<file path="src/rco_pkg.sv">
package rco_pkg;

  localparam logic [7:0] RCO_PROGRAM_FLAG_REG_ADDR = 8'h86;
  localparam int RCO_BIT_TIMEOUT_N = 7;
  localparam int RCO_BIT_POWERDOWN_N = 6;
  localparam int RCO_BIT_LV_HIGH = 5;
  localparam int RCO_BIT_LV_MID = 4;
  localparam int RCO_BIT_CARRY = 2;
  localparam int RCO_BIT_DCARRY = 1;
  localparam int RCO_BIT_ZERO = 0;
  localparam logic [2:0] RCO_ALU_RST = 3'h0;
  localparam logic [7:0] RCO_MASK_RW = 8'h07;

  // Control and option register placed beside the flag register.
  localparam logic [7:0] RCO_CTRL_ADDR = 8'h87;
  localparam logic [7:0] RCO_CTRL_RST = 8'h00;
  localparam logic [7:0] RCO_STAT_ADDR = 8'h88;

  // Cause codes held in the two top flag bits.
  localparam logic [1:0] RCO_CAUSE_WDT = 2'b00;
  localparam logic [1:0] RCO_CAUSE_POR = 2'b10;
  localparam logic [1:0] RCO_CAUSE_EXT = 2'b11;

  // Divider codes: instruction cycle is 2**code oscillator clocks.
  localparam logic [2:0] RCO_DIV1 = 3'h0;
  localparam logic [2:0] RCO_DIV2 = 3'h1;
  localparam logic [2:0] RCO_DIV4 = 3'h2;
  localparam logic [2:0] RCO_DIV128 = 3'h7;

  // Times in nanoseconds, converted to mclk_i cycles at 25 ns.
  localparam int RCO_CLK_NS = 25;
  localparam int RCO_SUPPLY_NS = 1000;
  localparam int RCO_WARMUP_NS = 2000;
  localparam int RCO_SUPPLY_CYC = (RCO_SUPPLY_NS + RCO_CLK_NS - 1) / RCO_CLK_NS;
  localparam int RCO_WARMUP_CYC = (RCO_WARMUP_NS + RCO_CLK_NS - 1) / RCO_CLK_NS;
  localparam int RCO_CNT_W = 12;

  typedef enum logic [2:0] {
    RCO_ST_POWERUP = 3'b000,
    RCO_ST_PINWAIT = 3'b001,
    RCO_ST_INIT = 3'b011,
    RCO_ST_WARMUP = 3'b010,
    RCO_ST_RUN = 3'b110
  } rco_state_e;

  typedef struct packed {
    logic fast_clk_over_2m;
    logic fast_clk_over_4m;
    logic low_power;
    logic noise_filter;
    logic reset_pin_en;
    logic security;
    logic slow_mode;
    logic [2:0] div_code;
  } rco_opt_s;

endpackage : rco_pkg

</file>
<file path="src/rco_reset_ctrl.sv">
`timescale 1ns/1ps
// Function
// [RQ1] Divider option sets the instruction cycle only in normal fast-clock mode.
// [RQ2] Slow mode forces instruction cycle to slow RC clock divided by four; opt.slow_mode is tied to 0, so slow mode is never entered.
// [RQ3] Noise filter on limits divider to divide-by-4 through divide-by-128.
// [RQ4] Noise filter off also allows divide-by-1 and divide-by-2.
// [RQ5] With low power, software keeps instruction rate at or under 2 MIPS.
// [RQ6] Low power, filter off, 2 to 4 MHz clock allows divide-by-2 upward.
// [RQ7] With reset function chosen, a pin falling edge resets the system.
// [RQ8] With input function chosen, pin is only port 1 input bit 5.
// [RQ9] Security on blocks dumping the full program memory.
// [RQ10] Reset on power-on, watchdog, brown-out, and external pin when enabled.
// [RQ11] Any reset restores registers, halts execution and clears the counter; ctrl and icycle_div_o are restored only by rst_i.
// [RQ12] After release, fetching starts at address zero.
// [RQ13] Flag bits 7:6 code cause: 00 watchdog, 10 power-on, 11 pin.
// [RQ14] Power-on first waits for the supply to become stable.
// [RQ15] With pin enabled, stay in reset while pin is low.
// [RQ16] After initialisation, wait for oscillator warm-up before running.
// [RQ17] Watchdog reset: overflow, initialise, warm up, then run.
// [RQ18] After a watchdog reset, return to normal operating mode.
// [RQ19] Power-on reset comes from the low-voltage detector indication.
// [RQ20] Any low-voltage reset clears both low-voltage indicator flags.
// [RQ21] Pin is active low: run while high, reset while low.
// [RQ22] Instruction cycle spans the selected number of clocks, up to 128.
// [RQ23] Asynchronous reset requests are synchronised; release is synchronous.
module rco_reset_ctrl
  import rco_pkg::*;
(
  input wire logic mclk_i,
  input wire logic rst_i,
  input wire logic clk_en_i,
  input wire logic [7:0] addr_i,
  input wire logic [7:0] wdata_i,
  input wire logic wr_i,
  input wire logic rd_i,
  output logic [7:0] rdata_o,
  input wire logic lvd_reset_i,
  input wire logic brownout_i,
  input wire logic wdt_overflow_i,
  input wire logic reset_pin_i,
  input wire logic supply_ok_i,
  input wire logic lv_mid_i,
  input wire logic lv_high_i,
  input wire logic osc_ready_i,
  input wire logic rom_dump_req_i,
  output logic sys_reset_o,
  output logic cpu_run_o,
  output logic [7:0] pc_start_o,
  output logic port1_bit5_o,
  output logic icycle_tick_o,
  output logic [2:0] icycle_div_o,
  output logic opt_error_o,
  output logic rom_dump_en_o,
  output logic normal_mode_o
);

  logic [2:0] pin_sync;
  logic [2:0] lvd_sync;
  logic [2:0] bo_sync;
  logic [2:0] wdt_sync;
  logic [2:0] sup_sync;
  logic pin_lvl;
  logic lvd_lvl;
  logic bo_lvl;
  logic wdt_lvl;
  logic sup_lvl;
  logic pin_prev;
  rco_state_e state;
  logic [RCO_CNT_W-1:0] cnt;
  logic [7:0] ctrl;
  rco_opt_s opt;
  logic [1:0] cause;
  logic [2:0] alu_flags;
  logic lv_mid_flag;
  logic lv_high_flag;
  logic [6:0] div_cnt;
  logic [2:0] eff_div;
  logic [2:0] min_div;
  logic pin_fall;
  logic any_reset;

  function automatic logic agree(input logic [2:0] s, input logic prev);
    agree = (s[1] == s[2]) ? s[2] : prev;
  endfunction : agree

  // Smallest divider code that an option byte permits; used on write and for checking.
  function automatic logic [2:0] floor_div(input logic [7:0] c);
    if (c[4]) begin
      floor_div = RCO_DIV4; // RQ3
    end else if (c[5] && c[6]) begin
      floor_div = RCO_DIV4;
    end else if (c[5] && c[7]) begin
      floor_div = RCO_DIV2; // RQ6
    end else begin
      floor_div = RCO_DIV1; // RQ4
    end
  endfunction : floor_div

  assign opt.fast_clk_over_2m = ctrl[7];
  assign opt.fast_clk_over_4m = ctrl[6];
  assign opt.low_power = ctrl[5];
  assign opt.noise_filter = ctrl[4];
  assign opt.reset_pin_en = ctrl[3];
  assign opt.security = ctrl[2];
  assign opt.slow_mode = 1'b0;
  assign opt.div_code = wdata_i[2:0];

  // Reset request, supply and pin inputs pass three flops; the third and second must agree.
  always_ff @(posedge mclk_i or posedge rst_i) begin
    if (rst_i) begin
      pin_sync <= 3'h7;
      lvd_sync <= 3'h7;
      bo_sync <= 3'h0;
      wdt_sync <= 3'h0;
      sup_sync <= 3'h0;
    end else if (clk_en_i) begin
      pin_sync <= {pin_sync[1:0], reset_pin_i}; // RQ23
      lvd_sync <= {lvd_sync[1:0], lvd_reset_i}; // RQ23
      bo_sync <= {bo_sync[1:0], brownout_i}; // RQ23
      wdt_sync <= {wdt_sync[1:0], wdt_overflow_i}; // RQ23
      sup_sync <= {sup_sync[1:0], supply_ok_i}; // RQ23
    end
  end

  always_ff @(posedge mclk_i or posedge rst_i) begin
    if (rst_i) begin
      pin_lvl <= 1'b1;
      lvd_lvl <= 1'b1;
      bo_lvl <= 1'b0;
      wdt_lvl <= 1'b0;
      sup_lvl <= 1'b0;
      pin_prev <= 1'b1;
    end else if (clk_en_i) begin
      pin_lvl <= agree(pin_sync, pin_lvl);
      lvd_lvl <= agree(lvd_sync, lvd_lvl);
      bo_lvl <= agree(bo_sync, bo_lvl);
      wdt_lvl <= agree(wdt_sync, wdt_lvl);
      sup_lvl <= agree(sup_sync, sup_lvl);
      pin_prev <= pin_lvl;
    end
  end

  assign pin_fall = opt.reset_pin_en && pin_prev && !pin_lvl; // RQ7 RQ21
  assign any_reset = lvd_lvl || bo_lvl || wdt_lvl || pin_fall; // RQ10 RQ19

  // Reset sequencer.
  always_ff @(posedge mclk_i or posedge rst_i) begin
    if (rst_i) begin
      state <= RCO_ST_POWERUP;
      cnt <= '0;
    end else if (clk_en_i) begin
      if (lvd_lvl || bo_lvl) begin
        state <= RCO_ST_POWERUP; // RQ10 RQ19
        cnt <= '0;
      end else if (wdt_lvl) begin
        state <= RCO_ST_INIT; // RQ17
        cnt <= '0;
      end else if (pin_fall) begin
        state <= RCO_ST_PINWAIT; // RQ7
        cnt <= '0;
      end else begin
        unique case (state)
          RCO_ST_POWERUP: begin
            if (!sup_lvl) begin
              cnt <= '0;
            end else if (cnt >= RCO_CNT_W'(RCO_SUPPLY_CYC - 1)) begin
              state <= RCO_ST_PINWAIT; // RQ14
              cnt <= '0;
            end else begin
              cnt <= cnt + 1'b1;
            end
          end
          RCO_ST_PINWAIT: begin
            if (!opt.reset_pin_en || pin_lvl) begin
              state <= RCO_ST_INIT; // RQ15 RQ21
            end
          end
          RCO_ST_INIT: begin
            state <= RCO_ST_WARMUP; // RQ11
            cnt <= '0;
          end
          RCO_ST_WARMUP: begin
            if (osc_ready_i && cnt >= RCO_CNT_W'(RCO_WARMUP_CYC - 1)) begin
              state <= RCO_ST_RUN; // RQ16 RQ18
            end else if (cnt < RCO_CNT_W'(RCO_WARMUP_CYC - 1)) begin
              cnt <= cnt + 1'b1;
            end
          end
          RCO_ST_RUN: begin
            cnt <= '0;
          end
        endcase
      end
    end
  end

  // Reset cause flags.
  always_ff @(posedge mclk_i or posedge rst_i) begin
    if (rst_i) begin
      cause <= RCO_CAUSE_POR;
    end else if (clk_en_i) begin
      if (lvd_lvl || bo_lvl) begin
        cause <= RCO_CAUSE_POR; // RQ13
      end else if (wdt_lvl) begin
        cause <= RCO_CAUSE_WDT; // RQ13
      end else if (pin_fall) begin
        cause <= RCO_CAUSE_EXT; // RQ13
      end else if (wr_i && addr_i == RCO_PROGRAM_FLAG_REG_ADDR) begin
        cause <= {wdata_i[RCO_BIT_TIMEOUT_N], wdata_i[RCO_BIT_POWERDOWN_N]};
      end
    end
  end

  // Low-voltage indicators follow the detector, cleared by any reset.
  always_ff @(posedge mclk_i or posedge rst_i) begin
    if (rst_i) begin
      lv_mid_flag <= 1'b0;
      lv_high_flag <= 1'b0;
    end else if (clk_en_i) begin
      if (lvd_lvl || bo_lvl || state != RCO_ST_RUN) begin
        lv_mid_flag <= 1'b0; // RQ20
        lv_high_flag <= 1'b0; // RQ20
      end else begin
        lv_mid_flag <= lv_mid_i;
        lv_high_flag <= lv_high_i;
      end
    end
  end

  // Arithmetic flags restored on every reset; option control restored only by rst_i.
  always_ff @(posedge mclk_i or posedge rst_i) begin
    if (rst_i) begin
      alu_flags <= RCO_ALU_RST;
      ctrl <= RCO_CTRL_RST;
      icycle_div_o <= RCO_DIV4;
    end else if (clk_en_i) begin
      if (any_reset) begin
        alu_flags <= RCO_ALU_RST; // RQ11
      end else if (wr_i && addr_i == RCO_PROGRAM_FLAG_REG_ADDR) begin
        alu_flags <= wdata_i[2:0] & RCO_MASK_RW[2:0];
      end
      if (wr_i && addr_i == RCO_CTRL_ADDR) begin
        ctrl <= {wdata_i[7:3], wdata_i[2] | ctrl[2], 2'b00};
        // The clamp follows the options written in the same cycle, not the old ones.
        icycle_div_o <= (wdata_i[2:0] < floor_div(wdata_i)) ? floor_div(wdata_i) : wdata_i[2:0]; // RQ3
      end
    end
  end

  // Smallest divider code the present option set permits.
  assign min_div = floor_div(ctrl); // RQ3 RQ4 RQ6

  assign eff_div = opt.slow_mode ? RCO_DIV4 : icycle_div_o; // RQ1 RQ2

  // Instruction-cycle tick every 2**code oscillator clocks.
  always_ff @(posedge mclk_i or posedge rst_i) begin
    if (rst_i) begin
      div_cnt <= '0;
      icycle_tick_o <= 1'b0;
    end else if (clk_en_i) begin
      if (state != RCO_ST_RUN || any_reset) begin
        div_cnt <= '0; // RQ11
        icycle_tick_o <= 1'b0;
      end else if (div_cnt >= 7'((1 << eff_div) - 1)) begin
        div_cnt <= '0; // RQ22
        icycle_tick_o <= 1'b1;
      end else begin
        div_cnt <= div_cnt + 1'b1;
        icycle_tick_o <= 1'b0;
      end
    end
  end

  // Status outputs and register read port.
  always_ff @(posedge mclk_i or posedge rst_i) begin
    if (rst_i) begin
      sys_reset_o <= 1'b1;
      cpu_run_o <= 1'b0;
      pc_start_o <= 8'h00;
      port1_bit5_o <= 1'b0;
      opt_error_o <= 1'b0;
      rom_dump_en_o <= 1'b0;
      normal_mode_o <= 1'b0;
      rdata_o <= 8'h00;
    end else if (clk_en_i) begin
      sys_reset_o <= any_reset || state != RCO_ST_RUN; // RQ11 RQ23
      cpu_run_o <= !any_reset && state == RCO_ST_RUN; // RQ12 RQ18
      pc_start_o <= 8'h00; // RQ12
      port1_bit5_o <= opt.reset_pin_en ? 1'b0 : pin_lvl; // RQ8
      opt_error_o <= icycle_div_o < min_div;
      rom_dump_en_o <= rom_dump_req_i && !opt.security; // RQ9
      normal_mode_o <= !any_reset && state == RCO_ST_RUN && !opt.slow_mode; // RQ18
      rdata_o <= 8'h00;
      if (rd_i) begin
        unique case (addr_i)
          RCO_PROGRAM_FLAG_REG_ADDR: rdata_o <= {cause, lv_high_flag, lv_mid_flag, 1'b0, alu_flags};
          RCO_CTRL_ADDR: rdata_o <= {ctrl[7:2], 2'b00};
          RCO_STAT_ADDR: rdata_o <= {2'b00, state, icycle_div_o};
          default: rdata_o <= 8'h00;
        endcase
      end
    end
  end

endmodule : rco_reset_ctrl

</file>
<file path="config.mk">
export PLATFORM = sky130hd
export DESIGN_NAME = rco_reset_ctrl
export DESIGN_NICKNAME = d
export VERILOG_FILES = /design/src/rco_pkg.sv /design/src/rco_reset_ctrl.sv
export SDC_FILE = /design/constraint.sdc
export NUM_CORES = 1
export LEC_CHECK = 0
export BUFFER_PORTS_ARGS = -buffer_cell sky130_fd_sc_hd__clkbuf_2
export CORE_ASPECT_RATIO = 1.25
export CORE_UTILIZATION = 30
export DETAILED_ROUTE_END_ITERATION = 16
export PLACE_DENSITY = 0.55
export SLEW_MARGIN = 20
export SYNTH_ARGS = -nofsm -noshare
export SYNTH_HDL_FRONTEND = slang
export SYNTH_SLANG_ARGS = --single-unit
</file>
<file path="constraint.sdc">
create_clock -name mclk_i -period 4.3 [get_ports mclk_i]
set_clock_uncertainty 0.2 [all_clocks]
set_input_delay 1.29 -clock mclk_i [delete_from_list [all_inputs] [get_ports mclk_i]]
set_output_delay 1.29 -clock mclk_i [all_outputs]
set_load 0.05 [all_outputs]
</file>
; ---- After elaboration in Yosys (flattened, before gate mapping)
; Cells that the tools add are included.
[classes]
eq_ne = 19
bitwise = 1
addsub = 3
n_lt_le_gt_ge = 6
reduce_logical = 37
n_mux = 40
n_shift = 1
[ops]
columns = cell, n
row1 = 2-to-1 mux 12 bit, 7
row2 = 2-to-1 mux 3 bit, 13
row3 = case mux 12 bit (3 select lines), 1
row4 = != test 5 bit (second input constant), 6
row5 = == test 8 bit (second input constant), 3
row6 = case mux 8 bit (3 select lines), 1
row7 = AND reduction 2 bit, 8
row8 = 2-to-1 mux 2 bit, 7
row9 = 2-to-1 mux 7 bit, 2
row10 = adder 12 x 1 -> 12 bit (second input constant), 1
row11 = >= comparator 12 x 6 -> 1 bit (second input constant), 1
row12 = >= comparator 12 x 7 -> 1 bit (second input constant), 1
row13 = < comparator 12 x 7 -> 1 bit (second input constant), 1
row14 = case mux 3 bit (4 select lines), 1
row15 = logical AND 1 bit, 11
row16 = 2-to-1 mux 8 bit, 1
row17 = adder 7 x 1 -> 7 bit (second input constant), 1
row18 = >= comparator 7 bit, 1
row19 = 2-to-1 mux 1 bit, 7
row20 = nonzero test 7 bit, 1
row21 = left shift 1 x 3 -> 7 bit (first input constant), 1
row22 = subtractor 7 x 2 -> 7 bit (second input constant), 1
row23 = == test 3 x 2 -> 1 bit (second input constant), 2
row24 = logical OR 1 bit, 6
row25 = 14 further kinds, 22
[totals]
ff_bits = 73
output_inout_bits = 26
wordCells = 134

; ---- Longest topological paths before layout
; Gate-level depths: netlist of the first run.
[depth]
depth_word = 8
ltp_mapped = 9
depth_no_buf = 7

; ---- Least setup slack after synthesis of the first run
; OpenSTA, ideal clock, no wires.
[synth_timing]
path_type = input-to-reg
start = input port addr_i[5]
end = register rdata_o[2]
cell_stages = 6
required_ps = 4034
setup_ps = 66
n_path_buf = 1
slack_ps = 1324
t_arrival_ps = 2710
cell_sequence = or4b_2 > clkbuf_1 > nor3_1 > nand2_1 > o21ai_0 > a22o_1
[synth_via]
elab_chain_cells = 3
[synth_lines]
columns = item, line
row1 = from (decl), rco_reset_ctrl.sv:32  ; input wire logic [7:0] addr_i,
row2 = == test 8 bit, rco_reset_ctrl.sv:295  ; unique case (addr_i)
row3 = case mux 8 bit (3 select lines) (*), rco_reset_ctrl.sv:295
row4 = 2-to-1 mux 8 bit (*), rco_reset_ctrl.sv:294  ; if (rd_i) begin
row5 = to (signal assigned), rco_reset_ctrl.sv:296  ; RCO_PROGRAM_FLAG_REG_ADDR: rdata_o <= {cause, lv_high_flag, lv_mid_flag, 1'b0, alu_flags};
row6 = to (signal assigned), rco_reset_ctrl.sv:297  ; RCO_CTRL_ADDR: rdata_o <= {ctrl[7:2], 2'b00};
row7 = to (signal assigned), rco_reset_ctrl.sv:298  ; RCO_STAT_ADDR: rdata_o <= {2'b00, state, icycle_div_o};
row8 = to (decl), rco_reset_ctrl.sv:36  ; output logic [7:0] rdata_o,
; Every way passes the cells marked *; elsewhere a longest branch is shown, timed or not.
; A chain may end at the register's enable or synchronous reset.

; ---- Final worst setup path of the first run
[layout_timing]
start = input port addr_i[0]
end = register rdata_o[3]
; The elaborated chain is that of the path after synthesis.

==> results.py, run 1 <==
metrics = {
    "routing": {
        "drc_errors": 0,
        "drtIter0Drc": 87,
        "vias": 2870,
        "ant_nets": 0,
        "vias_per_cell": 4.93,
        "drtPass1Iterations": 4,
        "drt_wl_total_um": 8520,
        "post_drt_wl_per_cell_um": 14.6,
    },
    "clock_network": {
        "postCtsHoldBufs": 0,
        "cts_resized": 0,
        "clock_latency_ps": 330,
        "cts_tree": "done",
        "clkTransAtPathRegs_ps": 60,
        "numCtsBuffers": 9,
        "cts-root-buf": "clkbuf_16",
        "htreeDepth": 3,
        "post_cts_buffers": 0,
        "cts_sinks": 73,
        "clock_path_buffers": 2,
    },
    "floorplan": {
        "die_w_um": 102,
        "initial_core_util_pct": 30.8,
        "io_pins": 56,
        "rows": 45,
        "die_h_um": 127,
        "coreArea_um2": 12200,
        "dieArea_um2": 12900,
    },
    "critical_path": {
        "critPathSlowestCell": "nor4b_1",
        "crit_path_end_kind": "register",
        "cp_max_fo": 6,
        "cp_cell_sequence": "clkbuf_2 -> nor4b_1 -> nor2_1 -> or3_1 -> o2bb2ai_1",
        "crit_path_start_kind": "input pin",
        "crit_type": "input pin to register",
        "rrSetupSlack_ps": 1780,
        "timing.critical_path.required_ps": 4350,
        "critical-path-max-stage-delay_ps": 790,
        "critPathArrivalTime_ps": 2950,
    },
    "layout": {
        "num_antenna_cells": 0,
        "final_util_pct": 36.4,
        "layout.cells.most_common": "dfrtp_1",
        "syn2layout_area_growth_pct": 18.4,
        "drive_gt1_share_pct": 25.6,
        "multiInputGateArea_um2": 1740,
        "regArea_um2": 1840,
        "fin_nets": 454,
        "most-common-layout-cells": "61 x dfrtp_1, 47 x clkbuf_2, 38 x o21ai_0",
        "nFillCells": 1242,
    },
    "synth": {
        "ys.flop_type": "dfrtp_1",
        "seq_area_frac_synth_pct": 49.2,
        "netlist_instances": 366,
        "syn_area_um2": 3740,
        "yosys.area.top_type": "dfrtp_1",
        "ys_seq_elements": 73,
        "synth-edff-count": 0,
        "yosysTopAreaCellShare_pct": 40.8,
        "syn_avg_cell_area_um2": 10.2,
        "async_reset_ff_share_pct": 100,
        "synthTopCellsByArea": "dfrtp_1 41%, dfstp_2 8.4%, mux2_2 5.4%, o21ai_0 5.1%, ha_1 3.7%",
        "synth_warnings": 0,
        "synth.distinct_cells": 61,
    },
    "placed_design": {
        "placement.io_buffers": 47,
        "dp_slack_ps": 1060,
        "place.gp.congestion": 0.756,
        "dp_hpwl_um": 6130,
    },
    "power_and_ir_drop": {
        "p_per_area_nw_per_um2": 432,
        "ir_worst_vdd_v": 0.000161,
        "clockPowerShare_pct": 39.8,
        "netSwitchingPower_mw": 0.544,
        "power_leakage_nw": 2.02,
        "power_frac_comb_pct": 15.6,
        "power.internal_mw": 1.37,
        "seqPwrFrac_pct": 44.7,
        "sw_frac_of_total_pct": 28.4,
    },
    "min_path": {
        "hp-class": "register to register",
    },
    "flow_run": {
        "drv_cap": 0,
    },
    "timing": {
        "hold_viol_final": 0,
        "fin_crit_sh_pct": 67.5,
        "fin_crit_ps": 2900,
        "drv_slew": 0,
        "tightest_slew_ps": 888,
        "setup_violations": 0,
        "fin_ws_ps": 1400,
        "slew_headroom_pct": 40.0,
        "max_freq_mhz": 345,
        "tns_ps": 0,
        "rsz0062_at_grt": "no",
    },
    "global_routing": {
        "grt.overflow.total": 0,
        "grt_pass1_wl_um": 14300,
        "grt_pass1_vias": 2909,
        "grt_max_degree": 34,
        "antenna_found_initial": 0,
        "track_usage_pct": 14.1,
    },
    "outcome": {
        "outcome": "finished clean",
    },
}
stage by stage:
stage / instances / instance area, um^2 / hold slack (ps) / total power [mW]
3_3_place_gp: 566 / 4120 / 264 / 1.15
4_1_cts: 582 / 4430 / 289 / 1.94
2_1_floorplan: 373 / 3770 / 246 / 1.07
5_1_grt: 582 / 4430 / 313 / 2.02
6_report: 582 / 4430 / 286 / 1.92
3_5_place_dp: 566 / 4120 / 275 / 1.17
cells in the mapped netlist (5+ instances only):
library cell / n
ha_1: 11
a21oi_1: 20
buf_4: 9
nand2_1: 31
nand3_1: 8
o2bb2ai_1: 8
a21o_1: 5
mux2_2: 18
a22o_1: 7
inv_1: 18
and2_1: 5
clkbuf_1: 12
dfstp_2: 12
o21ai_0: 38
nor3_1: 7
dfrtp_1: 61
a22oi_1: 6
nor2_1: 19
worst max-delay path, delay by kind of cell:
kind	cells	cell delay, ps
simple gates	3	1340
compound gates	1	170
buf+inv	1	150
power by group through the flow:
stage	clock (mW)	sequential [mW]	combinational, mW
after floorplan	0	0.860	0.214
after detailed placement	0	0.866	0.301
after global routing	0.804	0.872	0.339
after CTS	0.780	0.854	0.302
final	0.762	0.855	0.298
after global placement	0	0.862	0.292
logic make-up after synthesis:
kind of cell | count (synthesis) | share of synthesized area (%)
AO/OA/AOI/OAI | 113 | 20.5
AND/OR/NAND/NOR | 105 | 14.9
flip-flops | 73 | 49.2
buffers and inverters | 40 | 4.91
multiplexers | 22 | 6.48
adder cells (fa/ha/maj) | 11 | 3.68
other | 1 | 0.100
XOR/XNOR | 1 | 0.234
sequential cells by signal, indices dropped and copies added (netlist names), 2 cells and up:
signal / flops
alu_flags: 3
bo_sync: 3
cause: 2
cnt: 12
ctrl: 6
div_cnt: 7
icycle_div_o: 3
lvd_sync: 3
pin_sync: 3
rdata_o: 8
state: 3
sup_sync: 3
wdt_sync: 3
layer usage:
layer | vias to the layer above | part of all wire, % | GRT usage [%]
met5 | - | 0 | 0
met4 | 0 | 1.0 | 5.21
met3 | 4 | 3.1 | 3.25
met2 | 54 | 48 | 22.4
met1 | 1389 | 48 | 18.7
li1 | 1423 | - | -
path summary, 6_finish.rpt:
kind / cells past startpoint / start / endpoint
min: 2 / wdt_sync[0]$_DFFE_PP0P_ / wdt_sync[1]$_DFFE_PP0P_
min reg2reg: 2 / wdt_sync[0]$_DFFE_PP0P_ / wdt_sync[1]$_DFFE_PP0P_
min in group asynchronous: 2 / rst_i / bo_sync[0]$_DFFE_PP0P_
max reg2reg: 5 / wdt_lvl$_DFFE_PP0P_ / cnt[10]$_DFFE_PP0P_
max in group asynchronous: 3 / rst_i / icycle_div_o[1]$_DFFE_PP1P_
max: 5 / addr_i[0] / rdata_o[3]$_DFFE_PP0P_
cell type report:
type	count	area share, %
Timing Repair Buffer	51	5.99
Sequential cell	73	41.6
Multi-Input combinational cell	260	39.4
Inverter	18	1.52
Clock buffer	12	5.79
Clock inverter	4	1.16
Tap cell	164	4.63
Note: power is estimated with default switching activity, not from simulation.
==> run 2: changes to the inputs <==
==> constraint.sdc (replaced) <==
create_clock -name mclk_i -period 2.9 [get_ports mclk_i]
set_clock_uncertainty 0.2 [all_clocks]
set_input_delay 0.87 -clock mclk_i [delete_from_list [all_inputs] [get_ports mclk_i]]
set_output_delay 0.87 -clock mclk_i [all_outputs]
set_load 0.05 [all_outputs]
==> run 2 against run 1 <==
Net effect: worst setup slack worse by 1000 ps; core utilization rose by 0.63 points; die area stayed put; power is 53% higher; register-to-register slack lost 1400 ps; clock power up 60%; via count rose by 2.8%; clock-buffer cell count down 1; worst hold slack lost 6.7 ps; non-clock buffer count grew 5; sequential power is 47% higher; critical endpoint is now div_cnt[5]$_DFFE_PP0P_.
==> results.py, run 2 (synthesis gave the netlist of run 1 again) <==
metrics = {
    "layout": {
        "most-common-layout-cells": "61 x dfrtp_1, 47 x clkbuf_2, 38 x o21ai_0",
        "nFillCells": 1248,
        "multiInputGateArea_um2": 1740,
        "final_util_pct": 37.1,
        "layout.cells.most_common": "dfrtp_1",
        "fin_nets": 459,
        "num_antenna_cells": 0,
        "largest_reg_flops": 12,
        "regArea_um2": 1840,
        "top_regs": "cnt: 12 flops, rdata_o: 8 flops, div_cnt: 7 flops",
        "drive_gt1_share_pct": 26.7,
        "regMostFlops": "cnt",
        "final_cells": 587,
        "syn2layout_area_growth_pct": 20.4,
        "design_area_um2": 4510,
    },
    "global_routing": {
        "grt_max_degree": 61,
        "antenna_found_initial": 0,
        "grt_pass1_vias": 2904,
        "track_usage_pct": 14.1,
        "grt.overflow.total": 0,
        "grt_pass1_wl_um": 14100,
    },
    "routing": {
        "drc_errors": 0,
        "post_drt_wl_per_cell_um": 14.2,
        "vias": 2949,
        "vias_per_cell": 5.02,
        "ant_nets": 0,
        "drt_wl_total_um": 8350,
        "drtIter0Drc": 97,
        "drtPass1Iterations": 4,
    },
    "timing": {
        "hold_viol_final": 0,
        "tightest_slew_ps": 623,
        "fin_crit_sh_pct": 87.2,
        "setup_violations": 0,
        "rsz0062_at_grt": "no",
        "fin_crit_ps": 2530,
        "slew_headroom_pct": 58.5,
        "fin_ws_ps": 372,
        "drv_slew": 0,
        "tns_ps": 0,
        "max_freq_mhz": 396,
    },
    "outcome": {
        "outcome": "finished clean",
    },
    "flow_run": {
        "drv_cap": 0,
    },
    "power_and_ir_drop": {
        "p_per_area_nw_per_um2": 649,
        "sw_frac_of_total_pct": 27.5,
        "power_leakage_nw": 2.06,
        "power.internal_mw": 2.12,
        "power_frac_comb_pct": 15.2,
        "clockPowerShare_pct": 41.6,
        "seqPwrFrac_pct": 43.2,
        "netSwitchingPower_mw": 0.804,
        "ir_worst_vdd_v": 0.000291,
    },
    "floorplan": {
        "coreArea_um2": 12200,
        "dieArea_um2": 12900,
        "initial_core_util_pct": 30.8,
        "io_pins": 56,
        "die_w_um": 102,
        "rows": 45,
        "die_h_um": 127,
    },
    "critical_path": {
        "crit_type": "register to register",
        "timing.critical_path.required_ps": 2920,
        "crit_path_end_kind": "register",
        "cp_max_fo": 11,
        "crit_path_start_kind": "register",
        "critPathArrivalTime_ps": 2550,
    },
    "clock_network": {
        "numCtsBuffers": 9,
        "clkTransAtPathRegs_ps": 60,
        "cts_tree": "done",
        "cts-root-buf": "clkbuf_16",
        "postCtsHoldBufs": 0,
        "clock_path_buffers": 2,
        "post_cts_buffers": 0,
        "clock_latency_ps": 340,
        "htreeDepth": 3,
        "cts_resized": 0,
        "cts_sinks": 73,
    },
    "placed_design": {
        "dpl_cell_area_um2": 4180,
        "placement.io_buffers": 47,
        "place.gp.congestion": 0.783,
        "placedCellCount": 571,
        "dp_slack_ps": 117,
        "dp_hpwl_um": 6070,
    },
    "min_path": {
        "hp-class": "register to register",
    },
}
[run 2: cell count changes in the layout (fill, tap and decap cells not counted)]
| cell | before | now |
|---|---|---|
| buf_4 | 4 | 8 |
| buf_12 | 0 | 1 |
| bufinv_16 | 1 | 2 |
| clkbuf_1 | 1 | 0 |
| clkinv_2 | 1 | 2 |
| clkinv_4 | 1 | 0 |
| clkinvlp_4 | 1 | 2 |
| inv_2 | 1 | 0 |
[run 2: area by class of cell]
| type | count | area share [%] |
|---|---|---|
| clock buffer | 11 | 5.61 |
| timing repair buffer | 56 | 6.99 |
| tap | 164 | 4.55 |
| sequential | 73 | 40.9 |
| clock inverter | 5 | 1.72 |
| inverter | 18 | 1.58 |
| multi-input combinational | 260 | 38.7 |
[run 2: metal layers]
metal  wire length (um)  vias to the layer above  global-route usage, %
met5                  0                        -                      0
met4                202                        0                   7.06
met3                274                       14                   2.81
met1               3960                     1438                   18.1
li1                   -                     1438                      -
met2               3910                       59                   22.5
[run 2: worst max-delay path, cell delays in order, from the launching register on]
cell	delay, ps
dfstp_2	430
or3_1	400
ha_1	290
nor2b_1	40
o21ai_0	300
a211o_1	400
nor2_1	90
a211o_1	270
[run 2: through the flow]
step / hold WS (ps) / power [mW]
final: 279 / 2.93
after global routing: 312 / 3.07
after CTS: 283 / 2.96
after detailed placement: 270 / 1.73
after global placement: 263 / 1.72
after floorplan: 246 / 1.59
[run 2: path summary, 6_finish.rpt]
path                            slack [ps]                      end                        start  cells past startpoint
worst max register to register         370   div_cnt[5]$_DFFE_PP0P_  icycle_div_o[1]$_DFFE_PP1P_                      7
min in group asynchronous              300   rdata_o[1]$_DFFE_PP0P_                        rst_i                      2
worst min-delay path                   280   bo_sync[1]$_DFFE_PP0P_       bo_sync[0]$_DFFE_PP0P_                      2
worst min register to register         280   bo_sync[1]$_DFFE_PP0P_       bo_sync[0]$_DFFE_PP0P_                      2
max in group asynchronous             1540  lvd_sync[0]$_DFFE_PP1P_                        rst_i                      3
worst max-delay path                   370   div_cnt[5]$_DFFE_PP0P_  icycle_div_o[1]$_DFFE_PP1P_                      7
[run 2: power by group through the flow]
stage | clock, mW | sequential, mW | combinational, mW
CTS | 1.25 | 1.26 | 0.454
finish | 1.22 | 1.26 | 0.446
global route | 1.29 | 1.28 | 0.503
floorplan | 0 | 1.27 | 0.318
global placement | 0 | 1.27 | 0.442
detailed placement | 0 | 1.28 | 0.451
==> run 3: changes to the inputs <==
--- a/config.mk
+++ b/config.mk
@@ -5,6 +5,7 @@
 export SDC_FILE = /design/constraint.sdc
 export NUM_CORES = 1
 export LEC_CHECK = 0
+export ABC_AREA = 1
 export BUFFER_PORTS_ARGS = -buffer_cell sky130_fd_sc_hd__clkbuf_2
 export CORE_ASPECT_RATIO = 1.25
 export CORE_UTILIZATION = 30
==> run 3 against run 2 <==
Net effect: core utilization decreased by 0.66 points; clock-buffer cell count is 2 higher; clock power decreased by 16%; power is 0.58% higher; routed wire length grew 7.8%.
==> results.py, run 3 <==
metrics = {
    "outcome": {
        "outcome": "finished clean",
    },
    "clock_network": {
        "cts_sinks": 73,
        "clock_latency_ps": 330,
        "clock_path_buffers": 2,
        "htreeDepth": 3,
        "cts_resized": 0,
        "postCtsHoldBufs": 0,
        "numCtsBuffers": 9,
        "clkTransAtPathRegs_ps": 60,
        "cts_tree": "done",
        "cts-root-buf": "clkbuf_16",
        "post_cts_buffers": 0,
    },
    "floorplan": {
        "dieArea_um2": 13800,
        "coreArea_um2": 12800,
        "die_h_um": 131,
        "die_w_um": 105,
        "initial_core_util_pct": 31.2,
        "rows": 46,
        "io_pins": 56,
    },
    "synth": {
        "syn_area_um2": 4000,
        "async_reset_ff_share_pct": 100,
        "synth-edff-count": 0,
        "yosys.area.top_type": "dfrtp_1",
        "syn_avg_cell_area_um2": 8.13,
        "yosysTopAreaCellShare_pct": 38.2,
        "synth_warnings": 0,
        "ys.flop_type": "dfrtp_1",
        "synthTopCellsByArea": "dfrtp_1 38%, nand2_1 15%, dfstp_2 7.9%, nand3_1 5.0%, o21ai_0 4.5%",
        "netlist_instances": 492,
        "synthTopCellsByCount": "160 x nand2_1, 61 x dfrtp_1, 43 x inv_1",
        "synth.distinct_cells": 45,
        "seq_area_frac_synth_pct": 46.1,
        "synth.most_common_cell": "nand2_1",
        "ys_seq_elements": 73,
    },
    "placed_design": {
        "dp_hpwl_um": 6580,
        "dp_slack_ps": 577,
        "placement.io_buffers": 47,
        "placedCellCount": 698,
        "place.gp.congestion": 0.809,
    },
    "global_routing": {
        "grtUsageMet1_pct": 17.9,
        "grt_pass1_wl_um": 15100,
        "grt_max_degree": 74,
        "track_usage_pct": 14.1,
        "antenna_found_initial": 0,
        "grt.overflow.total": 0,
        "use_met3_pct": 2.67,
        "use_met2_pct": 23.4,
        "busiest_layer": "met2",
        "grt_pass1_vias": 3104,
    },
    "timing": {
        "tns_ps": 0,
        "rsz0062_at_grt": "no",
        "max_freq_mhz": 428,
        "fin_crit_sh_pct": 80.5,
        "hold_viol_final": 0,
        "fin_ws_ps": 565,
        "fin_crit_ps": 2330,
        "setup_violations": 0,
        "drv_slew": 0,
    },
    "layout": {
        "regArea_um2": 1840,
        "layout.cells.most_common": "nand2_1",
        "fin_nets": 582,
        "most-common-layout-cells": "160 x nand2_1, 61 x dfrtp_1, 47 x clkbuf_2",
        "nFillCells": 1330,
        "largest_reg_flops": 12,
        "num_antenna_cells": 0,
        "regMostFlops": "cnt",
        "top_regs": "cnt: 12 flops, rdata_o: 8 flops, div_cnt: 7 flops",
        "final_util_pct": 36.4,
        "final_cells": 714,
        "syn2layout_area_growth_pct": 16.9,
        "drive_gt1_share_pct": 20.9,
        "multiInputGateArea_um2": 1870,
    },
    "critical_path": {
        "crit_family": "flip-flops",
        "critPathSlowestCell": "dfstp_2",
        "critPathArrivalTime_ps": 1260,
        "cp_cell_sequence": "clkbuf_2",
        "crit_path_start_kind": "register",
        "crit_buf_inv": 1,
        "critical-path-max-stage-delay_ps": 630,
        "crit_path_end_kind": "output port",
        "cp_max_fo": 9,
        "crit_type": "register to output port",
        "timing.critical_path.required_ps": 1830,
    },
    "routing": {
        "drc_errors": 0,
        "drtPass1Iterations": 4,
        "post_drt_wl_per_cell_um": 12.6,
        "drtIter0Drc": 151,
        "vias": 3240,
        "ant_nets": 0,
        "drt_wl_total_um": 9000,
        "vias_per_cell": 4.54,
    },
    "power_and_ir_drop": {
        "p_per_area_nw_per_um2": 630,
        "power_leakage_nw": 2.37,
        "ir_worst_vdd_v": 0.000316,
    },
    "flow_run": {
        "drv_cap": 0,
    },
    "min_path": {
        "hp-class": "register to register",
    },
}
[run 3: logic make-up (layout without fill, tap and decap cells)]
| family | Yosys count | in the layout | synth area share (%) |
|---|---|---|---|
| other cells | 1 | 8 | 0.0938 |
| xor+xnor | 2 | 2 | 0.438 |
| fa+ha+maj | 11 | 11 | 3.44 |
| compound gates | 61 | 61 | 9.01 |
| flops | 73 | 73 | 46.1 |
| simple gates | 274 | 274 | 33.2 |
| buf+inv | 70 | 117 | 7.79 |
[run 3: worst paths after layout]
kind                                        startpoint                 endpoint  slack (ps)  depth (start not counted)
max                        icycle_div_o[1]$_DFFE_PP1P_          icycle_div_o[1]         570                          1
min                            pin_sync[0]$_DFFE_PP1P_  pin_sync[0]$_DFFE_PP1P_         260                          2
max reg2reg                icycle_div_o[1]$_DFFE_PP1P_   div_cnt[1]$_DFFE_PP0P_         830                         10
min reg2reg                    pin_sync[0]$_DFFE_PP1P_  pin_sync[0]$_DFFE_PP1P_         260                          2
max in group asynchronous                        rst_i  sys_reset_o$_DFFE_PP1P_        1720                          3
min in group asynchronous                        rst_i       bo_lvl$_DFFE_PP0P_         410                          3
[run 3: metal layers]
layer	wire [um]	part of all wire, %
met1	4270	47
met2	4350	48
met3	231	2.6
met4	144	1.6
met5	0	0
[run 3: metrics by stage]
step	power, mW	area [um^2]	hold slack (ps)
after floorplan	1.79	4030	242
after global placement	1.94	4410	252
after detailed placement	1.94	4410	254
after CTS	2.97	4670	263
after global routing	3.10	4670	278
final	2.94	4670	261
[run 3: cell type report]
cell class / count / area share, %
timing repair buffer: 51 / 5.94
tap: 168 / 4.50
clock buffer: 13 / 5.35
sequential: 73 / 39.4
clock inverter: 3 / 0.375
inverter: 50 / 4.36
multi-input combinational: 356 / 40.1
[run 3: report_power, final]
part	switching (mW)	internal (mW)	total, mW
clock network	0.417	0.600	1.02
logic	0.456	0.214	0.670
registers	0.109	1.15	1.25
total	0.982	1.96	2.94
